**src/shared/mnr_pkg.sv**
```systemverilog
// Purpose: Shared constants and carriers for the move/no-op/return decoder
// Assumes: 14-bit instruction words, 8-bit data, 13-bit program counter
// Notes:   Phase codes follow the four-phase instruction cycle
package mnr_pkg;
  localparam int INSTR_W = 14;
  localparam int DATA_W  = 8;
  localparam int PC_W    = 13;
  localparam int FADDR_W = 7;
  // Instruction patterns and masks
  localparam logic [13:0] MOVE_MASK  = 14'h3F80;
  localparam logic [13:0] MOVE_PAT   = 14'h0080;
  localparam logic [13:0] NOP_MASK   = 14'h3F9F;
  localparam logic [13:0] NOP_PAT    = 14'h0000;
  localparam logic [13:0] RETINT_PAT = 14'h0009;
  // Global interrupt enable bit position in the interrupt control register
  localparam int GIE_BIT = 7;
  // Cycles taken by the return-from-interrupt instruction
  localparam int RETINT_CYCLES = 2;

  typedef enum logic [1:0] {
    Q1 = 2'b00,
    Q2 = 2'b01,
    Q3 = 2'b10,
    Q4 = 2'b11
  } mnr_phase_e;

  typedef enum logic [1:0] {
    EX_IDLE   = 2'b00,
    EX_MOVE   = 2'b01,
    EX_RETINT = 2'b10,
    EX_FLUSH  = 2'b11
  } mnr_exec_e;

  // Requests toward the datapath
  typedef struct packed {
    logic               fileRead;
    logic               fileWrite;
    logic [FADDR_W-1:0] fileAddr;
    logic [DATA_W-1:0]  fileWData;
    logic               gieSet;
    logic               stackPop;
    logic               pcLoad;
    logic [PC_W-1:0]    pcValue;
    logic               flush;
  } mnr_ctrl_s;
endpackage

```
**src/rtl/mnr_phase_gen.sv**
```systemverilog
// Purpose: Four-phase counter that splits each instruction cycle
// Assumes: One phase per enabled clock
// Notes:   Signals the last phase; the decoder uses it only in its cycle-wrap assertion
module mnr_phase_gen
(
  // Clock and reset
  input  wire logic               sys_clk,
  input  wire logic               rst_n,
  input  wire logic               clkEn,
  // Phase outputs
  output mnr_pkg::mnr_phase_e     phase,
  output logic                    lastPhase
);
  typedef struct packed {
    mnr_pkg::mnr_phase_e ph;
  } mnr_pg_state_s;

  mnr_pg_state_s st_r;
  mnr_pg_state_s st_nxt;

  // Wrap Q4 back to Q1
  always_comb
  begin
    st_nxt = st_r;
    case (st_r.ph)
      mnr_pkg::Q1: st_nxt.ph = mnr_pkg::Q2;
      mnr_pkg::Q2: st_nxt.ph = mnr_pkg::Q3;
      mnr_pkg::Q3: st_nxt.ph = mnr_pkg::Q4;
      default:     st_nxt.ph = mnr_pkg::Q1;
    endcase
  end

  // Frozen while the enable is low
  always_ff @(posedge sys_clk)
  begin
    if (!rst_n)
      st_r <= '{ph: mnr_pkg::Q1};
    else if (clkEn)
      st_r <= st_nxt;
  end

  assign phase     = st_r.ph;
  assign lastPhase = (st_r.ph == mnr_pkg::Q4);
endmodule

```
**src/rtl/mnr_decode.sv**
```systemverilog
// Purpose: Decode and execute move-to-file, no-op and return-from-interrupt
// Assumes: Instruction word stable from Q1 to Q4 of its cycle
// Notes:   Other opcodes are ignored; status flags are never touched
// Summary of operation
// - Pattern 00 0000 1fff ffff copies working register into file f.
// - Pattern 00 0000 0xx0 0000 is a one-cycle no-op changing nothing.
// - Only the exact word 00 0000 0000 1001 is return-from-interrupt.
// - Return-from-interrupt pops the stack and loads its top into the PC.
// - Return-from-interrupt sets global enable, bit 7 of interrupt control.
// - Return-from-interrupt takes two cycles, the second doing nothing.
// - In its first cycle the enable is set in Q3 and the pop done in Q4.
module mnr_decode
(
  // Clock, reset and freeze
  input  wire logic                          sys_clk,
  input  wire logic                          rst_n,
  input  wire logic                          clkEn,
  // Fetch side
  input  wire logic [mnr_pkg::INSTR_W-1:0]   instrWord,
  // Datapath sources
  input  wire logic [mnr_pkg::DATA_W-1:0]    workingReg,
  input  wire logic [mnr_pkg::PC_W-1:0]      stackTopValue,
  input  wire logic [mnr_pkg::DATA_W-1:0]    intCtrlIn,
  // Control toward datapath, stack and interrupt logic
  output mnr_pkg::mnr_ctrl_s                 ctrlOut,
  output logic [mnr_pkg::DATA_W-1:0]         intCtrlOut,
  output mnr_pkg::mnr_phase_e                phaseOut,
  output mnr_pkg::mnr_exec_e                 execOut,
  output logic                               statusWrite
);
  typedef struct packed {
    mnr_pkg::mnr_exec_e  ex;
    mnr_pkg::mnr_ctrl_s  ctrl;
    logic [mnr_pkg::DATA_W-1:0] intCtrl;
    mnr_pkg::mnr_phase_e ph;
    logic                statusWr;
  } mnr_dec_state_s;

  mnr_dec_state_s      st_r;
  mnr_dec_state_s      st_nxt;
  mnr_pkg::mnr_phase_e phase;
  logic                lastPhase;
  logic                isMove;
  logic                isNop;
  logic                isRetint;

  mnr_phase_gen u_phase
  (
    .sys_clk   (sys_clk),
    .rst_n     (rst_n),
    .clkEn     (clkEn),
    .phase     (phase),
    .lastPhase (lastPhase)
  );

  // Opcode matching
  assign isMove   = (instrWord & mnr_pkg::MOVE_MASK) == mnr_pkg::MOVE_PAT;
  assign isNop    = (instrWord & mnr_pkg::NOP_MASK) == mnr_pkg::NOP_PAT;
  assign isRetint = (instrWord == mnr_pkg::RETINT_PAT);

  // Next state: outputs are strobes aligned to the phase after this one
  always_comb
  begin
    st_nxt = st_r;
    st_nxt.ph = phase;
    st_nxt.ctrl.fileRead  = 1'b0;
    st_nxt.ctrl.fileWrite = 1'b0;
    st_nxt.ctrl.gieSet    = 1'b0;
    st_nxt.ctrl.stackPop  = 1'b0;
    st_nxt.ctrl.pcLoad    = 1'b0;
    st_nxt.ctrl.flush     = 1'b0;
    st_nxt.intCtrl        = intCtrlIn;
    st_nxt.statusWr       = 1'b0;  // Kept as a flop so the port is registered
    case (st_r.ex)
      mnr_pkg::EX_MOVE:
      begin
        if (phase == mnr_pkg::Q2)
          st_nxt.ctrl.fileRead = 1'b1;
        if (phase == mnr_pkg::Q4)
        begin
          st_nxt.ctrl.fileWrite = 1'b1;
          st_nxt.ctrl.fileWData = workingReg;
        end
      end
      mnr_pkg::EX_RETINT:
      begin
        if (phase == mnr_pkg::Q3)
        begin
          st_nxt.ctrl.gieSet = 1'b1;
          st_nxt.intCtrl[mnr_pkg::GIE_BIT] = 1'b1;
        end
        if (phase == mnr_pkg::Q4)
        begin
          st_nxt.ctrl.stackPop = 1'b1;
          st_nxt.ctrl.pcLoad   = 1'b1;
          st_nxt.ctrl.pcValue  = stackTopValue;
        end
      end
      mnr_pkg::EX_FLUSH:
        ;                                                // Word is dropped
      default:
        ;
    endcase
    // Decode happens in Q1 of each cycle; the flush cycle ignores the fetch
    if (phase == mnr_pkg::Q1)
    begin
      if (st_r.ex == mnr_pkg::EX_RETINT)
        st_nxt.ex = mnr_pkg::EX_FLUSH;
      else if (isMove)
      begin
        st_nxt.ex = mnr_pkg::EX_MOVE;
        st_nxt.ctrl.fileAddr = instrWord[mnr_pkg::FADDR_W-1:0];
      end
      else if (isRetint)
        st_nxt.ex = mnr_pkg::EX_RETINT;
      else
        st_nxt.ex = mnr_pkg::EX_IDLE;
    end
    // Flush spans Q1 to Q4 of the second cycle, never the next decode
    st_nxt.ctrl.flush = (st_nxt.ex == mnr_pkg::EX_FLUSH);
  end

  // Registered state; a low enable freezes everything
  always_ff @(posedge sys_clk)
  begin
    if (!rst_n)
      st_r <= '0;
    else if (clkEn)
      st_r <= st_nxt;
  end

  // Decoded class applies during the phase after Q1 is seen
  assign ctrlOut     = st_r.ctrl;
  assign intCtrlOut  = st_r.intCtrl;
  assign phaseOut    = st_r.ph;
  assign execOut     = st_r.ex;
  assign statusWrite = st_r.statusWr;  // None of these instructions alter flags

  // Assertions
  property p_move_write;
    @(posedge sys_clk) disable iff (!rst_n)
    (clkEn && st_r.ex == mnr_pkg::EX_MOVE && phase == mnr_pkg::Q4)
      |=> (ctrlOut.fileWrite && ctrlOut.fileWData == $past(workingReg));
  endproperty
  a_move_write: assert property (p_move_write)
    else $error("move did not write working register");

  property p_nop_quiet;
    @(posedge sys_clk) disable iff (!rst_n)
    (execOut == mnr_pkg::EX_IDLE) |-> !(ctrlOut.fileWrite || ctrlOut.stackPop
      || ctrlOut.gieSet || ctrlOut.pcLoad);
  endproperty
  a_nop_quiet: assert property (p_nop_quiet)
    else $error("idle cycle produced an action");

  property p_no_status;
    @(posedge sys_clk) disable iff (!rst_n) !statusWrite;
  endproperty
  a_no_status: assert property (p_no_status)
    else $error("status flags written");

  property p_pop_loads_pc;
    @(posedge sys_clk) disable iff (!rst_n)
    ctrlOut.stackPop |-> (ctrlOut.pcLoad && execOut == mnr_pkg::EX_RETINT);
  endproperty
  a_pop_loads_pc: assert property (p_pop_loads_pc)
    else $error("pop without program counter load");

  property p_gie_set;
    @(posedge sys_clk) disable iff (!rst_n)
    ctrlOut.gieSet |-> intCtrlOut[mnr_pkg::GIE_BIT];
  endproperty
  a_gie_set: assert property (p_gie_set)
    else $error("global enable not set");

  property p_flush_follows;
    @(posedge sys_clk) disable iff (!rst_n)
    (clkEn && execOut == mnr_pkg::EX_RETINT && phase == mnr_pkg::Q1)
      |=> execOut == mnr_pkg::EX_FLUSH;
  endproperty
  a_flush_follows: assert property (p_flush_follows)
    else $error("second cycle not flushed");

  property p_phase_order;
    @(posedge sys_clk) disable iff (!rst_n)
    ctrlOut.gieSet |-> (phaseOut == mnr_pkg::Q3);
  endproperty
  a_phase_order: assert property (p_phase_order)
    else $error("global enable set outside Q3");

  property p_read_q2;
    @(posedge sys_clk) disable iff (!rst_n)
    ctrlOut.fileRead |-> (phaseOut == mnr_pkg::Q2 && !ctrlOut.fileWrite);
  endproperty
  a_read_q2: assert property (p_read_q2)
    else $error("file read outside Q2");

  property p_nop_idle;
    @(posedge sys_clk) disable iff (!rst_n)
    (clkEn && phase == mnr_pkg::Q1 && isNop
      && st_r.ex != mnr_pkg::EX_RETINT) |=> execOut == mnr_pkg::EX_IDLE;
  endproperty
  a_nop_idle: assert property (p_nop_idle)
    else $error("no-op not decoded as idle");

  property p_flush_quiet;
    @(posedge sys_clk) disable iff (!rst_n)
    ctrlOut.flush |-> (execOut == mnr_pkg::EX_FLUSH && !(ctrlOut.fileRead
      || ctrlOut.fileWrite || ctrlOut.gieSet || ctrlOut.pcLoad));
  endproperty
  a_flush_quiet: assert property (p_flush_quiet)
    else $error("flush cycle not empty");

  property p_pop_q4;
    @(posedge sys_clk) disable iff (!rst_n)
    ctrlOut.stackPop |-> (phaseOut == mnr_pkg::Q4 && !ctrlOut.gieSet);
  endproperty
  a_pop_q4: assert property (p_pop_q4)
    else $error("stack pop outside Q4");

  // Every cycle is four phases, so a move completes in one of them
  property p_cycle_wrap;
    @(posedge sys_clk) disable iff (!rst_n)
    (clkEn && lastPhase) |=> (phase == mnr_pkg::Q1);
  endproperty
  a_cycle_wrap: assert property (p_cycle_wrap)
    else $error("instruction cycle not four phases");

  c_move:   cover property (@(posedge sys_clk) ctrlOut.fileWrite);
  c_retint: cover property (@(posedge sys_clk) ctrlOut.stackPop);
  c_flush:  cover property (@(posedge sys_clk) ctrlOut.flush);
  c_nop:    cover property (@(posedge sys_clk)
    clkEn && phase == mnr_pkg::Q1 && isNop);
endmodule

```
**config.mk**
```make
export PLATFORM = sky130hd
export DESIGN_NAME = mnr_decode
export DESIGN_NICKNAME = d
export VERILOG_FILES = /design/src/shared/mnr_pkg.sv /design/src/rtl/mnr_phase_gen.sv /design/src/rtl/mnr_decode.sv
export SDC_FILE = /design/constraint.sdc
export NUM_CORES = 1
export LEC_CHECK = 0
export ABC_AREA = 1
export ABC_CLOCK_PERIOD_IN_PS = 1500
export BUFFER_PORTS_ARGS = -buffer_cell sky130_fd_sc_hd__clkbuf_2
export CELL_PAD_IN_SITES_DETAIL_PLACEMENT = 1
export CELL_PAD_IN_SITES_GLOBAL_PLACEMENT = 2
export CORE_ASPECT_RATIO = 0.8
export CORE_UTILIZATION = 25
export CTS_BUF_LIST = sky130_fd_sc_hd__clkbuf_4 sky130_fd_sc_hd__clkbuf_8
export DETAILED_ROUTE_END_ITERATION = 8
export PLACE_DENSITY_LB_ADDON = 0.1
export SLEW_MARGIN = 20
export SYNTH_ARGS = -nofsm -noshare
export SYNTH_HDL_FRONTEND = slang
export SYNTH_SLANG_ARGS = --single-unit
```
**constraint.sdc**
```tcl
create_clock -name sys_clk -period 1.5 [get_ports sys_clk]
set_input_delay 0.075 -clock sys_clk [delete_from_list [all_inputs] [get_ports sys_clk]]
set_output_delay 0.075 -clock sys_clk [all_outputs]
set_load 0.03 [all_outputs]
```
==> metrics.txt <==
final setup vio count=0; Post-Route Skew=0.006980 ns; # DRC=0; Pins Over Slew Limit=0; slowest CP cell=nor4_1; layout net count=394; initial antenna violation count=0; register bit total from synthesis=47; crit-path cells=inv_1 -> ha_1 -> nand2_2 -> nor4_1 -> nor3_1; clk_lat worst skew=0.29 ns; CP Launch Type=flop; CTS tree=built; register share of total power=0.545; status=complete, no violations; Layout area overhead=37.91%; yosys warns=0; power per standard cell area=903.8 mW/mm^2; Sw Share=0.2744; VDD IR max=0.3478 mV; Routed WL=5630 um; CP Capture Type=flop; Clock Path Buffers=2; register area share after synthesis=0.4874; critical path class=flop to flop; Total Routing Usage GR=0.1451; DP HPWL=4188 um; ANT nets after route=0; share of layout cells above drive strength 1=0.3673; post-synth net total=293; RSZ-0062 raised after global routing=true; Clock power frac=0.301; Max FO, Critical Path=9; Die Span X=100.3 um; HP Start=workingReg[7]; # IOs=93; setup slack after layout=0.05520 ns; Hold EP=ctrlOut[24]; worst path required time=1.66 ns; total die area=0.008080 sq mm; Port Buf Inserts=91; Layout Cells excl Fill=448; Netlist Area Pre-Place=0.001931 sq mm; Core ar.=0.007427 sq mm; diode count=0; Num CTS Buffers=5; most frequent cells in the layout=91 x clkbuf_2, 59 x nor2_1, 46 x dfxtp_1; Root Buffer Master=clkbuf_8; NetSw=0.6604 mW; routed length per instance=12.57 um; # rows=28; pre-CTS setup slack=0.01709 ns; max_slew headroom=0.6662; clk sinks=47; mean post-synth cell area=7.945 sq um; Fin. Hold Viols=0; largest net degree at the start of global routing=22; RR Endpoint=ctrlOut[28]; DRT Pass-1 Iters=4; hold slack=0.008098 ns; Comb power frac=0.153; max_cap viols=0; # H-tree levels=2; aggregate global routing overflow=0; vias in the first global route=1,903; routed vias=1,917; dpl cells=434; fin crit share=0.9632; worst hold path type=primary input to flop; DIE HEIGHT=80.60 um; reg2reg start=u_phase.phase[0]; Starting Density=0.2599; clk slew on worst S/H paths=0.08 ns; min Tclk post-route=1.445 ns; Fmax=692.1 MHz; most common cell after layout, fill and taps aside=clkbuf_2; crit path from=u_phase.phase[0]; R2R depth=5; vias per inst=4.279; WP data arrival=1.61 ns; initial DRC count=54; cell-internal power=1.746 mW; TNS Setup=0 ns; Synth Instances=243; Hold Crit Depth=3; Worst Tran Pin Value=0.5001 ns; leakage power=1.327 nW; Largest stage delay, worst path=0.39 ns; FF-to-FF setup slack=0.06 ns; Synth cell types=26; # Post-CTS Setup Buffers=0; gpl congestion=0.7052; first-pass GRT wire length=9211 um
Yosys cell counts:
master | count | area, sq um
o221ai_1 | 1 | 8.760
nor2_2 | 10 | 62.56
nand2_1 | 15 | 56.30
o21ai_0 | 24 | 120.1
nor3_1 | 7 | 35.03
buf_2 | 1 | 5.000
clkbuf_1 | 5 | 18.77
inv_2 | 3 | 11.26
inv_1 | 15 | 56.30
inv_4 | 2 | 12.51
nand3_1 | 2 | 10.01
buf_6 | 2 | 22.52
conb_1 | 1 | 3.750
buf_4 | 3 | 22.52
a21oi_2 | 1 | 8.760
a221oi_1 | 1 | 8.760
nand2_2 | 1 | 6.260
o211a_1 | 1 | 10.01
nor3_4 | 1 | 16.27
nor4_1 | 7 | 43.79
o21ai_1 | 10 | 50.05
nor2_1 | 60 | 225.2
dfxtp_1 | 47 | 940.9
a21oi_1 | 17 | 85.08
nor2_8 | 2 | 40.04
ha_1 | 4 | 50.05
worst max-delay path by stage:
stage | to | slack, ns | depth (start not counted)
after detailed placement | ctrlOut[31] | 0.02 | 6
final | ctrlOut[28] | 0.06 | 5
after global routing | ctrlOut[31] | -0.03 | 6
after CTS | ctrlOut[0] | 0.08 | 7
after floorplan | ctrlOut[10] | 0.06 | 8
after global placement | ctrlOut[25] | 0.05 | 6
sequential cells by signal (all words and copies together), names as in the netlist:
signal and count:
phaseOut 2, u_phase.phase 2, ctrlOut 33, execOut 2, intCtrlOut 8
per-layer routing:
layer  track usage  routed length [um]  vias to the layer above
li1              -                   -                      991
met1        0.2017                2878                      865
met2        0.2158                2353                       56
met3       0.04352                 352                        5
met4       0.03913                  46                        0
met5             0                   0                        -
logic make-up (layout without fill, tap and decap cells):
logic type,after synthesis,after routing,synth area share
fa+ha+maj,4,4,0.02592
other cells,1,1,0.001942
simple gates,105,105,0.2566
flops,47,47,0.4874
compound gates,55,55,0.1510
buf+inv,31,131,0.07712
worst max-delay path: cells and delay by family, from the launching register on:
kind | cells | cell delay, ns
AND/OR/NAND/NOR | 3 | 0.63
flip-flops | 1 | 0.34
adder cells (fa/ha/maj) | 1 | 0.22
buffers and inverters | 1 | 0.13
repair_timing:
item                                   4_1_cts  5_1_grt
gates cloned                                 0        0
gates resized for setup                      1        3
endpoints found under the hold margin        8        0
pin swaps                                    0        1
setup endpoints to repair                    2       11
hold buffers                                 8        0
power by group through the flow:
| stage | Clock [mW] | Combinational (mW) | Sequential (mW) |
|---|---|---|---|
| floorplan | 0 | 0.147 | 1.40 |
| global placement | 0 | 0.351 | 1.34 |
| detailed placement | 0 | 0.348 | 1.34 |
| CTS | 0.769 | 0.371 | 1.31 |
| global route | 0.834 | 0.410 | 1.32 |
| finish | 0.725 | 0.369 | 1.31 |
stage by stage:
stage | area [sq um] | utilization | power (mW)
floorplan | 1931 | - | 1.545
global placement | 2494 | 0.3357 | 1.689
detailed placement | 2494 | 0.3357 | 1.690
CTS | 2655 | 0.3575 | 2.452
global route | 2663 | 0.3585 | 2.562
finish | 2663 | 0.3585 | 2.406
cell type report:
type | count | area, sq um
Multi-Input combinational cell | 165 | 852.1
Fill cell | 925 | 4765
Tap cell | 105 | 131.4
Inverter | 20 | 80.08
Timing Repair Buffer | 105 | 580.6
Clock buffer | 6 | 76.32
Sequential cell | 47 | 942.2
(Power assumes the default switching activity.)
